[config.mk]
export PLATFORM = sky130hd
export DESIGN_NAME = calibration_trim_register_bank
export DESIGN_NICKNAME = d
export VERILOG_FILES = /design/src/common/trim_bank_pkg.sv /design/src/hw/calibration_trim_register_bank.sv
export SDC_FILE = /design/constraint.sdc
export NUM_CORES = 1
export LEC_CHECK = 0
export BUFFER_PORTS_ARGS = -buffer_cell sky130_fd_sc_hd__buf_2
export CORE_MARGIN = 2
export CORE_UTILIZATION = 40
export CTS_CLUSTER_SIZE = 30
export DETAILED_ROUTE_END_ITERATION = 8
export SYNTH_ARGS = -nofsm -noshare
export SYNTH_HDL_FRONTEND = slang
export SYNTH_SLANG_ARGS = --single-unit
export TNS_END_PERCENT = 5
[constraint.sdc]
create_clock -name clk -period 7.55 [get_ports clk]
set_input_delay 1.51 -clock clk [delete_from_list [all_inputs] [get_ports clk]]
set_output_delay 1.51 -clock clk [all_outputs]
set_load 0.01 [all_outputs]
[src/common/trim_bank_pkg.sv]
// constants for the calibration trim register bank
package trim_bank_pkg;
    // register pointers
    localparam logic [7:0] REG_CELL2_TRIM     = 8'h12;
    localparam logic [7:0] REG_CELL3_TRIM     = 8'h13;
    localparam logic [7:0] REG_CELL4_TRIM     = 8'h14;
    localparam logic [7:0] REG_CELL5_TRIM     = 8'h15;
    localparam logic [7:0] REG_CELL6_TRIM     = 8'h16;
    localparam logic [7:0] REG_CELLS_1_2_MSBS = 8'h17;
    localparam logic [7:0] REG_CELLS_3_6_MSBS = 8'h18;
    localparam logic [7:0] REG_REF_MSBS       = 8'h1B;
    // value read from an unmapped pointer or unassigned bits
    localparam logic [7:0] UNMAPPED_VALUE     = 8'h00;
    // field layout of a cell trim byte
    localparam int         OFFSET_LOW_POS     = 4;
    localparam int         GAIN_LOW_POS       = 0;
    localparam int         LOW_WIDTH          = 4;
    // number of cells whose low bits live in this bank (cells 2..6)
    localparam int         LOW_CELLS          = 5;
    localparam int         ALL_CELLS          = 6;
    // crc of the read answer
    localparam logic [7:0] CRC_INIT           = 8'h00;
    // i2c framing
    localparam logic [3:0] BITS_PER_BYTE      = 4'h8;
    localparam logic [3:0] LAST_BIT_INDEX     = 4'h7;
    // reset values
    localparam logic [7:0] PTR_RESET          = 8'h00;
    typedef enum logic [2:0] {
        ST_IDLE,
        ST_ADDR,
        ST_ADDR_ACK,
        ST_PTR,
        ST_PTR_ACK,
        ST_TX,
        ST_HOST_ACK
    } link_state_t;
endpackage

[src/hw/calibration_trim_register_bank.sv]
// calibration trim register bank behind an i2c register port
// Notes on behaviour
// - cells 2-6 trim byte: offset low nibble high, gain low nibble low.
// - first extension byte bits 7..4: offset1, gain1, offset2, gain2 msbs.
// - second extension byte: offset/gain msb pairs for cells 3..6 downward.
// - reference extension: offset bit5 at 2, bit4 at 1, gain msb at 0.
// - read answer offers crc byte after data; host may nack and stop.
`timescale 1ns/1ps
`default_nettype none
module calibration_trim_register_bank
    import trim_bank_pkg::*;
#(
    parameter logic [6:0] DEVICE_ADDR = 7'h08, // arbitrary bus address
    parameter logic [7:0] CRC_POLY    = 8'h07
) (
    // clock and reset
    input  wire logic                           clk,
    input  wire logic                           rstn,
    // i2c pins
    input  wire logic                           scl,
    input  wire logic                           sda_in,
    output var  logic                           sda_out,
    output var  logic                           sda_oe,
    // factory programmed trim image
    input  wire logic [LOW_CELLS*LOW_WIDTH-1:0] offset_low_in,
    input  wire logic [LOW_CELLS*LOW_WIDTH-1:0] gain_low_in,
    input  wire logic [ALL_CELLS-1:0]           offset_msb_in,
    input  wire logic [ALL_CELLS-1:0]           gain_msb_in,
    input  wire logic                           reference_offset_bit5,
    input  wire logic                           reference_offset_bit4,
    input  wire logic                           reference_gain_msb
);

    link_state_t state_q;
    logic        scl_q;
    logic        sda_q;
    logic [7:0]  rx_q;
    logic [3:0]  cnt_q;
    logic        rw_q;
    logic        ack_q;
    logic        crc_sent_q;
    logic        ptr_loaded_q;
    logic [7:0]  ptr_q;
    logic [7:0]  tx_byte_q;
    logic [7:0]  crc_q;
    logic        sda_oe_q;
    logic        start_ev;
    logic        stop_ev;
    logic        scl_rise;
    logic        scl_fall;
    logic [7:0]  read_value;
    logic [7:0]  answer_crc;

    // byte presented for a register pointer
    function automatic logic [7:0] reg_value(input logic [7:0] ptr);
        logic [7:0] v;
        int         idx;
        v   = UNMAPPED_VALUE;
        idx = 0;
        if (ptr >= REG_CELL2_TRIM && ptr <= REG_CELL6_TRIM) begin
            idx = int'(ptr - REG_CELL2_TRIM);
            v[OFFSET_LOW_POS +: LOW_WIDTH] = offset_low_in[idx*LOW_WIDTH +: LOW_WIDTH];
            v[GAIN_LOW_POS +: LOW_WIDTH]   = gain_low_in[idx*LOW_WIDTH +: LOW_WIDTH];
        end else if (ptr == REG_CELLS_1_2_MSBS) begin
            v = {offset_msb_in[0], gain_msb_in[0], offset_msb_in[1], gain_msb_in[1],
                 4'h0};
        end else if (ptr == REG_CELLS_3_6_MSBS) begin
            v = {offset_msb_in[2], gain_msb_in[2], offset_msb_in[3], gain_msb_in[3],
                 offset_msb_in[4], gain_msb_in[4], offset_msb_in[5], gain_msb_in[5]};
        end else if (ptr == REG_REF_MSBS) begin
            v = {5'h00, reference_offset_bit5, reference_offset_bit4,
                 reference_gain_msb};
        end
        return v;
    endfunction

    // one byte step of the answer crc, msb first
    function automatic logic [7:0] crc8(input logic [7:0] crc, input logic [7:0] data);
        logic [7:0] c;
        c = crc ^ data;
        for (int i = 0; i < 8; i++) begin
            c = c[7] ? ((c << 1) ^ CRC_POLY) : (c << 1);
        end
        return c;
    endfunction

    // bus conditions from the previous pin sample
    always_comb begin
        start_ev   = scl && scl_q && sda_q && !sda_in;
        stop_ev    = scl && scl_q && !sda_q && sda_in;
        scl_rise   = scl && !scl_q;
        scl_fall   = !scl && scl_q;
        read_value = reg_value(ptr_q);
        answer_crc = crc8(crc8(CRC_INIT, rx_q), read_value);
    end

    // previous pin levels
    always_ff @(posedge clk or negedge rstn) begin
        if (!rstn) begin
            scl_q <= 1'b1;
            sda_q <= 1'b1;
        end else begin
            scl_q <= scl;
            sda_q <= sda_in;
        end
    end

    // register pointer, taken from the first byte after a write address
    always_ff @(posedge clk or negedge rstn) begin
        if (!rstn) begin
            ptr_q        <= PTR_RESET;
            ptr_loaded_q <= 1'b0;
        end else if (start_ev) begin
            ptr_loaded_q <= 1'b0;
        end else if (state_q == ST_PTR && scl_fall && cnt_q == BITS_PER_BYTE) begin
            if (!ptr_loaded_q) begin
                ptr_q <= rx_q;
            end
            ptr_loaded_q <= 1'b1;
        end
    end

    // answer crc over read address byte and data byte
    always_ff @(posedge clk or negedge rstn) begin
        if (!rstn) begin
            crc_q <= CRC_INIT;
        end else if (state_q == ST_ADDR_ACK && scl_fall && rw_q) begin
            crc_q <= answer_crc;
        end
    end

    // link state machine and sda drive
    always_ff @(posedge clk or negedge rstn) begin
        if (!rstn) begin
            state_q    <= ST_IDLE;
            rx_q       <= 8'h00;
            cnt_q      <= 4'h0;
            rw_q       <= 1'b0;
            ack_q      <= 1'b0;
            crc_sent_q <= 1'b0;
            tx_byte_q  <= 8'h00;
            sda_oe_q   <= 1'b0;
        end else if (start_ev) begin
            state_q    <= ST_ADDR;
            cnt_q      <= 4'h0;
            crc_sent_q <= 1'b0;
            sda_oe_q   <= 1'b0;
        end else if (stop_ev) begin
            state_q  <= ST_IDLE;
            sda_oe_q <= 1'b0;
        end else if (scl_rise) begin
            if (state_q == ST_ADDR || state_q == ST_PTR) begin
                rx_q  <= {rx_q[6:0], sda_in};
                cnt_q <= cnt_q + 4'h1;
            end else if (state_q == ST_HOST_ACK) begin
                ack_q <= !sda_in;
            end
        end else if (scl_fall) begin
            unique case (state_q)
                ST_IDLE: begin
                    sda_oe_q <= 1'b0;
                end
                ST_ADDR: begin
                    if (cnt_q == BITS_PER_BYTE) begin
                        cnt_q <= 4'h0;
                        if (rx_q[7:1] == DEVICE_ADDR) begin
                            rw_q     <= rx_q[0];
                            sda_oe_q <= 1'b1;
                            state_q  <= ST_ADDR_ACK;
                        end else begin
                            state_q <= ST_IDLE;
                        end
                    end
                end
                ST_ADDR_ACK: begin
                    if (rw_q) begin
                        tx_byte_q <= read_value;
                        sda_oe_q  <= !read_value[7];
                        cnt_q     <= 4'h1;
                        state_q   <= ST_TX;
                    end else begin
                        sda_oe_q <= 1'b0;
                        state_q  <= ST_PTR;
                    end
                end
                ST_PTR: begin
                    if (cnt_q == BITS_PER_BYTE) begin
                        cnt_q    <= 4'h0;
                        sda_oe_q <= 1'b1;
                        state_q  <= ST_PTR_ACK;
                    end
                end
                ST_PTR_ACK: begin
                    sda_oe_q <= 1'b0;
                    state_q  <= ST_PTR;
                end
                ST_TX: begin
                    if (cnt_q == BITS_PER_BYTE) begin
                        cnt_q    <= 4'h0;
                        sda_oe_q <= 1'b0;
                        state_q  <= ST_HOST_ACK;
                    end else begin
                        sda_oe_q <= !tx_byte_q[3'(LAST_BIT_INDEX - cnt_q)];
                        cnt_q    <= cnt_q + 4'h1;
                    end
                end
                ST_HOST_ACK: begin
                    if (ack_q && !crc_sent_q) begin
                        tx_byte_q  <= crc_q;
                        sda_oe_q   <= !crc_q[7];
                        crc_sent_q <= 1'b1;
                        cnt_q      <= 4'h1;
                        state_q    <= ST_TX;
                    end else begin
                        sda_oe_q <= 1'b0;
                        state_q  <= ST_IDLE;
                    end
                end
            endcase
        end
    end

    // pins: open drain, only ever pulls low
    assign sda_oe = sda_oe_q;
    always_ff @(posedge clk or negedge rstn) begin
        if (!rstn) begin
            sda_out <= 1'b0;
        end else begin
            sda_out <= 1'b0;
        end
    end

    logic data_load;
    assign data_load = state_q == ST_ADDR_ACK && scl_fall && rw_q && !start_ev && !stop_ev;

    a_cell_trim_byte: assert property (@(posedge clk) disable iff (!rstn)
        data_load && ptr_q == REG_CELL4_TRIM |=>
        tx_byte_q == {$past(offset_low_in[11:8]), $past(gain_low_in[11:8])})
        else $error("cell trim byte layout wrong");
    a_first_ext_byte: assert property (@(posedge clk) disable iff (!rstn)
        data_load && ptr_q == REG_CELLS_1_2_MSBS |=>
        tx_byte_q[7:4] == {$past(offset_msb_in[0]), $past(gain_msb_in[0]),
                           $past(offset_msb_in[1]), $past(gain_msb_in[1])})
        else $error("first extension byte wrong");
    a_second_ext_byte: assert property (@(posedge clk) disable iff (!rstn)
        data_load && ptr_q == REG_CELLS_3_6_MSBS |=>
        tx_byte_q[1:0] == {$past(offset_msb_in[5]), $past(gain_msb_in[5])} &&
        tx_byte_q[7:6] == {$past(offset_msb_in[2]), $past(gain_msb_in[2])})
        else $error("second extension byte wrong");
    a_ref_ext_byte: assert property (@(posedge clk) disable iff (!rstn)
        data_load && ptr_q == REG_REF_MSBS |=>
        tx_byte_q == {5'h00, $past(reference_offset_bit5), $past(reference_offset_bit4),
                      $past(reference_gain_msb)})
        else $error("reference extension byte wrong");
    a_crc_follows: assert property (@(posedge clk) disable iff (!rstn)
        state_q == ST_HOST_ACK && scl_fall && ack_q && !crc_sent_q && !start_ev && !stop_ev
        |=> state_q == ST_TX && tx_byte_q == $past(crc_q) && crc_sent_q)
        else $error("crc byte not offered after data");
    a_nack_ends: assert property (@(posedge clk) disable iff (!rstn)
        state_q == ST_HOST_ACK && scl_fall && !ack_q && !start_ev && !stop_ev
        |=> state_q == ST_IDLE && !sda_oe)
        else $error("bus not released after nack");

    c_data_read: cover property (@(posedge clk) disable iff (!rstn) data_load);
    c_crc_sent: cover property (@(posedge clk) disable iff (!rstn)
        $rose(crc_sent_q));
    c_ptr_write: cover property (@(posedge clk) disable iff (!rstn)
        $rose(ptr_loaded_q));

endmodule
`default_nettype wire

* After elaboration in Yosys (flattened, before gate mapping)
Cells that the tools add are included.
** Storage, ports and cells
- Bits in registers :: 46
- Bits of input ports :: 59
- Output and inout port bits :: 2
- Logic and storage cells :: 175
** Cells by class
- Equality and inequality tests :: 24
- Muxes and demuxes :: 65
- Shift-type cells :: 2
- Bitwise logic cells :: 22
- Reduce and logical (&&, ||, !) cells :: 43
- Order comparisons :: 3
- Add/sub/neg operators :: 3
** Operators with widths (number)
- $mux 3 :: 26
- $not 3->3 :: 16
- $mux 8 :: 5
- $shiftx 20x11->4 :: 2
- $mux 4 :: 9
- $eq 8x5->1 const B :: 3
- $reduce_and 7->1 :: 3
- $mux 1 :: 19
- $pmux 3 s6 :: 1
- $pmux 4 s4 :: 1
- $pmux 8 s2 :: 1
- $reduce_and 5->1 :: 3
- $logic_and 1x1->1 :: 13
- $ne 4x3->1 const B :: 3
- $ne 4x4->1 const B :: 3
- $reduce_bool 2->1 :: 5
- $eq 3x3->1 const B :: 3
- $sub 8x5->9 const B :: 1
- $ge 8x5->1 const B :: 1
- $le 8x5->1 const B :: 1
- $logic_not 1->1 :: 8
- $reduce_bool 8->1 :: 1
- $xor 8x8->8 :: 1
- $eq 7x4->1 const B :: 1
- 23 further kinds :: 32

* Logic depth before layout (Yosys ltp)
Gate-level depths: netlist (run 1).
- Word-level depth :: 33
- Depth in mapped cells :: 13
- Gate-level depth less buffers :: 10

* Worst setup path after synthesis (run 1)
No wires, ideal clock.
- Path kind :: input-to-reg
- Start :: input port reference_offset_bit4
- End :: register crc_q[2]
- Buffers on the path :: 0
- Slack :: 4152 ps
- Arrival time :: 3273 ps
- Stages :: 8
- Library setup time :: 125 ps
- Path through :: and3_1 -> o21ai_0 -> nor3_1 -> a311o_1 -> a211oi_2 -> xnor2_1 -> xnor3_1 -> mux2_2
** On the way
- Cells in the longest elaborated chain, start to end :: 10
** Ends and longest elaborated chain
- start: declaration :: RTL line calibration_trim_register_bank.sv:30 : input wire logic reference_offset_bit4,
- $mux 3 * :: RTL line calibration_trim_register_bank.sv:70 : end else if (ptr == REG_REF_MSBS) begin
- $mux 8 * :: RTL line calibration_trim_register_bank.sv:67 : end else if (ptr == REG_CELLS_3_6_MSBS) begin
- $mux 8 * :: RTL line calibration_trim_register_bank.sv:64 : end else if (ptr == REG_CELLS_1_2_MSBS) begin
- $mux 8 * :: RTL line calibration_trim_register_bank.sv:60 : if (ptr >= REG_CELL2_TRIM && ptr <= REG_CELL6_TRIM) begin
- $xor 8x8->8 * :: RTL line calibration_trim_register_bank.sv:80 : c = crc ^ data;
- $not 3->3 (no line)
- $mux 3 * (2 in series) :: RTL line calibration_trim_register_bank.sv:82 : c = c[7] ? ((c << 1) ^ CRC_POLY) : (c << 1);
- $not 3->3 (no line)
- $mux 3 * :: RTL line calibration_trim_register_bank.sv:82
- end signal: assignment :: RTL line calibration_trim_register_bank.sv:128 : crc_q <= answer_crc;
- end: declaration :: RTL line calibration_trim_register_bank.sv:45 : logic [7:0] crc_q;
Every way passes the cells marked *; elsewhere a longest branch is shown, timed or not.
A chain may end at the register's enable or synchronous reset.

* Final worst setup path (run 1)
- Start :: register ptr_q[1]
- End :: register crc_q[5]
** On the way
- Cells in the longest elaborated chain, start to end :: 10
- Elaborated cells between the ends (all ways) :: 17
- Classes of those cells :: add/sub (1); order compare (2); eq/ne (2); shift (2); mux (6); bitwise (3); reduce/logical (1)
** Ends and longest elaborated chain
- start: declaration :: RTL line calibration_trim_register_bank.sv:43 : logic [7:0] ptr_q;
- start signal: assignment :: RTL line calibration_trim_register_bank.sv:117 : ptr_q <= rx_q;
- branches (longest 3 deep; another with $sub 8x5->9)
- $mux 8 * :: RTL line calibration_trim_register_bank.sv:60
- $xor 8x8->8 * :: RTL line calibration_trim_register_bank.sv:80
- $mux 3 :: RTL line calibration_trim_register_bank.sv:82
- $not 3->3 (no line)
- $mux 3 :: RTL line calibration_trim_register_bank.sv:82
- $not 3->3 (no line)
- $mux 3 * :: RTL line calibration_trim_register_bank.sv:82
Mark *: on every way between the ends.

==> results by group, run 1 <==
Status
  – Status: finished, final reports clean

Drt
  – WL per Instance: 14.8 um
  – Pre-antenna DRT Iters: 4
  – Post-DR vias/cell: 5.47
  – Final wirelength: approximately 8000 um
  – Vias: 2,979
  – Detail Route Antenna Nets: 0
  – 1st-iter DRT viols: 152
  – DRC viols: 0

Clock network
  – H-tree levels: 2
  – Num CTS Buffers: 5
  – Worst skew pair latency: 300 ps
  – Clk buf depth: 2
  – CTS hold repair buffers: 0
  – Postcts setup bufs: 0
  – CTS tree: built
  – Clock root buffer: clkbuf_8
  – PostCTS Resize Cnt: 0
  – Clock sink count: 46
  – CTS clk-pin slew, worst paths: 80 ps

STA
  – Final Hold Vio Count: 0
  – Rel. slew slack: 30.5%
  – Fin. max-slew vios: 0
  – Setup TNS: 0 ps
  – RSZ-0062 raised after global routing: no
  – Post-route minimum period: 3710 ps
  – Layout Skew: 4.72 ps
  – Final setup fails: 0
  – Tightest Pin Transition: 1030 ps
  – Max Clock Freq: 269 MHz
  – Hold_ws: 481 ps
  – Final Cycle Share: 49.2%

Pwr
  – Sw Pwr: about 0.5 mW
  – Part of the power in registers: 28.1%
  – PD cells: 336 nW/um^2
  – Comb power frac: 57.9%
  – P_leak: approximately 1.7 nW
  – Internal power: 0.782 mW
  – Design Power: 1.30 mW
  – Clock power frac: 14.1%
  – Max IR drop VDD: 0.000153 V
  – Sw Ratio: 39.6%

Worst setup path
  – Worst path max stage delay: 840 ps
  – Critical path fanouts, max: 26
  – Worst Path Buf+Inv: 1
  – Crit path cell chain: inv_1 > ha_1 > nand2b_1 > o22ai_1 > a22oi_1 > a222oi_1 > o21ai_0 > and3_1 > or4b_1 > nand3_1
  – CP endpoint kind: flop
  – Critical path required time: 7790 ps
  – Slowest cell on crit path: dfrtp_1
  – Critical path class: reg2reg
  – CP arrival: 3960 ps
  – Delay-heaviest family, CP: simple AND/OR/NAND/NOR gates
  – Critical Path Start Type: flop

Yosys
  – Share of flip-flops with an asynchronous set or reset: 100%
  – Post-synth EDFFs: 0
  – Synth warnings: 0
  – Share of the synthesized area in the top cell type: 32.3%
  – Ys flop type: dfrtp_1
  – Synth area leader: dfrtp_1
  – Post-Syn Instances: 394
  – Most common cell in the netlist: nand2_1
  – Mapped cell area: 3410 um^2
  – Synth Register Bits: 46
  – Commonest cells in the netlist: nand2_1, o21ai_0, dfrtp_1, nor2_1
  – Distinct cell type count after synthesis: 63
  – Seq/Total Area, Yosys: 33.8%
  – Top post-synthesis cells by area: dfrtp_1, mux2_2, o21ai_0
  – Post-synth net total: 458
  – Avg Inst Size Synth: around 8.7 um^2

Layout
  – Area Overhead vs Synth: 13.0%
  – Final Net Count: 503
  – ANT cells: 0
  – Fin util: ~47%
  – Fill cells: 823
  – Final instance area: 3850 um^2
  – Share of layout cells above drive strength 1: 22.3%

Place
  – Buffers added on ports: 59
  – Area after DPL: 3740 um^2
  – Routability cong.: 0.840
  – Post-DP HPWL: 6220 um

Global routing
  – All-Layer GR Usage: 18.9%
  – GRT Residual Overflow: 0
  – Pin count of the biggest net entering global routing: 47
  – First-pass GRT wire length: 13,700 um
  – Initial antenna violation count: 0
  – Vias in the first global route: 2,862

Floorplan
  – Row cnt: 33
  – Num ports: 61
  – Initial core utilization: about two fifths
  – Die Width: 96.3 um
  – DIE HEIGHT: 96.3 um
  – Core box area: roughly 8300 um^2
  – Die Footprint: 9280 um^2

Run
  – Max-cap viol count: 0

Worst hold path
  – Worst Hold Class: reg2reg
## metrics by stage
step / std cells / setup WS (ps)
2_1_floorplan: 394 / 4150
3_3_place_gp: 537 / 3920
3_5_place_dp: 537 / 3810
4_1_cts: 545 / 3830
5_1_grt: 545 / 3490
6_report: 545 / 3840
## placed cells by master, fill, tap and decap left out, types with 6 or more instances in the layout
cell type	netlist	routed
o22ai_1	6	6
nor2b_1	10	10
nor2_1	26	26
buf_2	5	59
nand2_1	46	46
xnor2_1	17	17
nand2b_1	6	6
nor3_1	9	9
o21ai_0	45	45
mux2_2	21	21
mux2i_1	6	6
nand3_1	14	14
inv_1	14	14
a22oi_1	9	9
a21oi_1	21	21
dfrtp_1	44	44
## state kept, by name, indices dropped and copies added, names as in the netlist
register and cells:
ack_q 1, cnt_q 4, crc_q 8, crc_sent_q 1
ptr_loaded_q 1, ptr_q 8, rw_q 1, rx_q 8
scl_q 1, sda_oe 1, sda_q 1, state_q 3
tx_byte_q 8
## final timing paths
path / startpoint / to / slack, ps / cells after the start
worst min register to register: tx_byte_q[3]$_DFFE_PN0P_ / tx_byte_q[3]$_DFFE_PN0P_ / 480 / 2
worst max-delay path: ptr_q[1]$_DFFE_PN0P_ / crc_q[5]$_DFFE_PN0P_ / 3840 / 10
worst max register to register: ptr_q[1]$_DFFE_PN0P_ / crc_q[5]$_DFFE_PN0P_ / 3840 / 10
max in group asynchronous: rstn / ptr_q[7]$_DFFE_PN0P_ / 5870 / 2
worst min-delay path: tx_byte_q[3]$_DFFE_PN0P_ / tx_byte_q[3]$_DFFE_PN0P_ / 480 / 2
min in group asynchronous: rstn / tx_byte_q[1]$_DFFE_PN0P_ / 1280 / 2
## routing by layer
layer	track usage (%)	up-vias	share of wire (%)
li1	-	1507	-
met1	27.3	1409	49
met2	29.5	56	46
met3	3.37	7	3.6
met4	4.34	0	1.1
met5	0	-	0
## cell families (layout without fill, tap and decap cells)
group                      after synthesis  count (layout)  synth area share, %
and+or+nand+nor                        138             138                 20.7
AOI/OAI and AO/OA                      112             112                 20.5
DFF                                     46              46                 33.8
buffers and inverters                   37              83                 4.73
muxes                                   29              29                 10.0
xor gates and xnor gates                26              26                 8.29
adders and majority gates                5               5                 1.83
other                                    1               1                0.110
## worst min-delay path: stages (launching register included)
cell,delay [ps]
dfrtp_1,350
nand2_1,40
o21ai_0,60
## power by group through the flow
stage / Sequential [mW] / Combinational, mW / Clock, mW
finish: 0.364 / 0.750 / 0.182
detailed placement: 0.368 / 0.744 / 0
global route: 0.373 / 0.832 / 0.201
floorplan: 0.327 / 0.655 / 0
CTS: 0.364 / 0.751 / 0.189
global placement: 0.368 / 0.739 / 0
## area by class of cell
| class | count | area [um^2] | share of cell area [%] |
|---|---|---|---|
| Clock buffer | 6 | 72.6 | 1.88 |
| Clock inverter | 2 | 37.5 | 0.974 |
| Inverter | 14 | 52.6 | 1.36 |
| Multi-Input combinational cell | 311 | 2090 | 54.4 |
| Sequential cell | 46 | 1150 | 29.9 |
| Tap cell | 105 | 131 | 3.41 |
| Timing Repair Buffer | 61 | 310 | 8.05 |
Note: power is estimated with default switching activity, not from simulation.
==> run 2: changes to the inputs <==
==> constraint.sdc (replaced) <==
create_clock -name clk -period 3.7 [get_ports clk]
set_input_delay 0.74 -clock clk [delete_from_list [all_inputs] [get_ports clk]]
set_output_delay 0.74 -clock clk [all_outputs]
set_load 0.01 [all_outputs]
==> run 2 against run 1 <==
  * Register-to-register slack got worse by 3300 ps
  * Sequential power rose by 100%
  * Maximum frequency rose by 17%
  * Sequential share of layout area fell by 0.087 points
  * Clock power rose by 73%
  * First-iteration DRC count rose by 9.2%
  * Die area did not move
  * Combinational power rose by 110%
  * Flip-flop and latch count did not move
  * Global-route usage rose by 0.36 points
  * Critical path type unchanged
  * Largest power group unchanged
  * Highest routed layer unchanged
==> results by group, run 2 (synthesis gave the netlist of run 1 again) <==
Worst setup path
  – Critical path required time: 3880 ps (was 7790 ps)
  – Most used cell, CP: and2_1
  – Worst path max stage delay: 490 ps (was 840 ps)
  – Critical path depth in cells: 9 (was 10)
  – Reg-to-Reg End: crc_q[7]$_DFFE_PN0P_ (was crc_q[5]$_DFFE_PN0P_)
  – R2r worst-path depth: 9 (was 10)
  – Crit path cell chain: inv_1 > ha_1 > a2111oi_2 > and2_1 > a222oi_1 > or3_1 > and2_1 > xnor3_1 > mux2_2 (was inv_1 > ha_1 > nand2b_1 > o22ai_1 > a22oi_1 > a222oi_1 > o21ai_0 > and3_1 > or4b_1 > nand3_1)
  – Flop-to-flop setup slack: 540 ps (was 3840 ps)
  – Critical path fanouts, max: 11 (was 26)
  – Origin of the critical flop-to-flop path: ptr_q[2]$_DFFE_PN0P_ (was ptr_q[1]$_DFFE_PN0P_)
  – Worst Path Buf+Inv: 1 (unchanged)
  – CP arrival: 3340 ps (was 3960 ps)
  – Slowest cell on crit path: dfrtp_1 (unchanged)
  – Critical path class: reg2reg (unchanged)
  – CP endpoint kind: flop (unchanged)
  – Delay-heaviest family, CP: simple AND/OR/NAND/NOR gates (unchanged)
  – Critical Path Start Type: flop (unchanged)

Global routing
  – Pin count of the biggest net entering global routing: 37 (was 47)
  – GRT Residual Overflow: 0 (unchanged)
  – Initial antenna violation count: 0 (unchanged)
  – All-Layer GR Usage: 19.2% (was 18.9%)
  – Vias in the first global route: 2,918 (was 2,862)
  – First-pass GRT wire length: 14,000 um (was 13,700 um)

Floorplan
  – Row cnt: 33 (unchanged)
  – Core box area: 8260 um^2 (unchanged)
  – Die Width: 96.3 um (unchanged)
  – Num ports: 61 (unchanged)
  – DIE HEIGHT: 96.3 um (unchanged)
  – Die Footprint: 9280 um^2 (unchanged)
  – Initial core utilization: 41.3% (unchanged)

STA
  – Setup TNS: 0 ps (unchanged)
  – Fin. max-slew vios: 0 (unchanged)
  – Final setup fails: 0 (unchanged)
  – Tightest Pin Transition: 799 ps (was 1030 ps)
  – Layout Skew: 5.75 ps (was 4.72 ps)
  – Final Hold Vio Count: 0 (unchanged)
  – RSZ-0062 raised after global routing: no (unchanged)
  – Rel. slew slack: 46.7% (was 30.5%)
  – Final Cycle Share: 85.5% (was 49.2%)
  – Max Clock Freq: 316 MHz (was 269 MHz)
  – Post-route minimum period: 3160 ps (was 3710 ps)

Clock network
  – CTS hold repair buffers: 0 (unchanged)
  – Num CTS Buffers: 5 (unchanged)
  – Postcts setup bufs: 0 (unchanged)
  – CTS tree: built (unchanged)
  – Worst skew pair latency: 290 ps (was 300 ps)
  – Clock sink count: 46 (unchanged)
  – Clk buf depth: 2 (unchanged)
  – H-tree levels: 2 (unchanged)
  – PostCTS Resize Cnt: 0 (unchanged)
  – Clock root buffer: clkbuf_8 (unchanged)
  – CTS clk-pin slew, worst paths: 80 ps (about the same)

Worst hold path
  – Hold Path End: crc_q[3]$_DFFE_PN0P_ (was tx_byte_q[3]$_DFFE_PN0P_)
  – Worst Hold Class: reg2reg (unchanged)
  – HP Start: crc_q[3]$_DFFE_PN0P_ (was tx_byte_q[3]$_DFFE_PN0P_)
  – Worst Hold Depth: 2 (unchanged)

Pwr
  – PD cells: 675 nW/um^2 (was 336 nW/um^2)
  – Internal power: 1.54 mW (was 0.782 mW)
  – Sw Pwr: 1.06 mW (was 0.514 mW)
  – Sw Ratio: 40.7% (was 39.6%)
  – Part of the power in registers: 28.4% (was 28.1%)
  – Clock power frac: 12.0% (was 14.1%)
  – P_leak: 1.70 nW (was 1.69 nW)
  – Max IR drop VDD: 0.000390 V (was 0.000153 V)
  – Comb power frac: 59.6% (was 57.9%)

Drt
  – DRC viols: 0 (unchanged)
  – Detail Route Antenna Nets: 0 (unchanged)
  – WL per Instance: 15.0 um (was 14.8 um)
  – Max Used Layer: met4 (unchanged)
  – Met2 wire length: 3760 um (was 3710 um)
  – Final wirelength: 8240 um (was 8040 um)
  – Post-DR vias/cell: 5.44 (was 5.47)
  – WL met1: 4040 um (was 3950 um)
  – 1st-iter DRT viols: 166 (was 152)
  – Pre-antenna DRT Iters: 4 (unchanged)
  – Vias: 2,986 (was 2,979)
  – Metal3 WL: 347 um (was 292 um)

Place
  – Routability cong.: 0.821 (was 0.840)
  – Post-DP HPWL: 6440 um (was 6220 um)
  – Area after DPL: 3770 um^2 (was 3740 um^2)
  – Buffers added on ports: 59 (unchanged)

Layout
  – Final instance area: 3860 um^2 (was 3850 um^2)
  – Fill cells: 837 (was 823)
  – Commonest cells after routing, fill and taps aside: buf_2, nand2_1, o21ai_0 (unchanged)
  – Share of layout cells above drive strength 1: 23.0% (was 22.3%)
  – Area of the multi-input gates: 2090 um^2 (unchanged)
  – Area Overhead vs Synth: 13.3% (was 13.0%)
  – Register area: 1150 um^2 (unchanged)
  – Commonest non-fill, non-tap cell in the layout: buf_2 (unchanged)
  – ANT cells: 0 (unchanged)
  – Final Net Count: 507 (was 503)

Run
  – Max-cap viol count: 0 (unchanged)

Status
  – Status: finished, final reports clean (unchanged)
==> run 2: power groups by stage <==
stage          clock network [mW]  logic [mW]  registers [mW]
2_1_floorplan                   0        1.34           0.666
5_1_grt                     0.350        1.73           0.756
3_5_place_dp                    0        1.56           0.748
4_1_cts                     0.325        1.56           0.739
6_report                    0.314        1.55           0.740
3_3_place_gp                    0        1.54           0.744
==> run 2: worst min-delay path: stages (launching register included) <==
cell and delay (ps):
dfrtp_1 350, nand2_1 50, o21ai_0 60
==> run 2: how the worst max path moves through the flow <==
stage,to,start
after floorplan,crc_q[2]$_DFFE_PN0P_,ptr_q[1]$_DFFE_PN0P_
after global placement,crc_q[5]$_DFFE_PN0P_,ptr_q[2]$_DFFE_PN0P_
after detailed placement,crc_q[7]$_DFFE_PN0P_,ptr_q[2]$_DFFE_PN0P_
after CTS,crc_q[7]$_DFFE_PN0P_,ptr_q[2]$_DFFE_PN0P_
after global routing,crc_q[5]$_DFFE_PN0P_,ptr_q[2]$_DFFE_PN0P_
final,crc_q[7]$_DFFE_PN0P_,ptr_q[2]$_DFFE_PN0P_
==> run 2: layout make-up <==
cell class | count | area share, %
clock buffer | 7 | 2.23
clock inverter | 1 | 0.130
inverter | 14 | 1.36
multi-input combinational | 311 | 54.2
sequential | 46 | 29.9
tap | 105 | 3.40
timing repair buffer | 65 | 8.81
==> run 2: routing by layer <==
metal  vias up  GRT usage, %
met5         -             0
met4         0          3.87
met3         8          3.60
met2        59          30.6
met1      1401          27.4
li1       1518             -
==> run 2: metrics by stage <==
stage | power [mW] | util [%] | worst slack (ps) | hold WS (ps) | instances
after global routing | 2.84 | 46.8 | 188 | 518 | 549
after detailed placement | 2.31 | 45.7 | 532 | 469 | 541
after floorplan | 2.00 | - | 603 | 444 | 394
after CTS | 2.63 | 46.8 | 524 | 487 | 549
final | 2.61 | 46.8 | 536 | 486 | 549
after global placement | 2.28 | 45.7 | 643 | 462 | 541
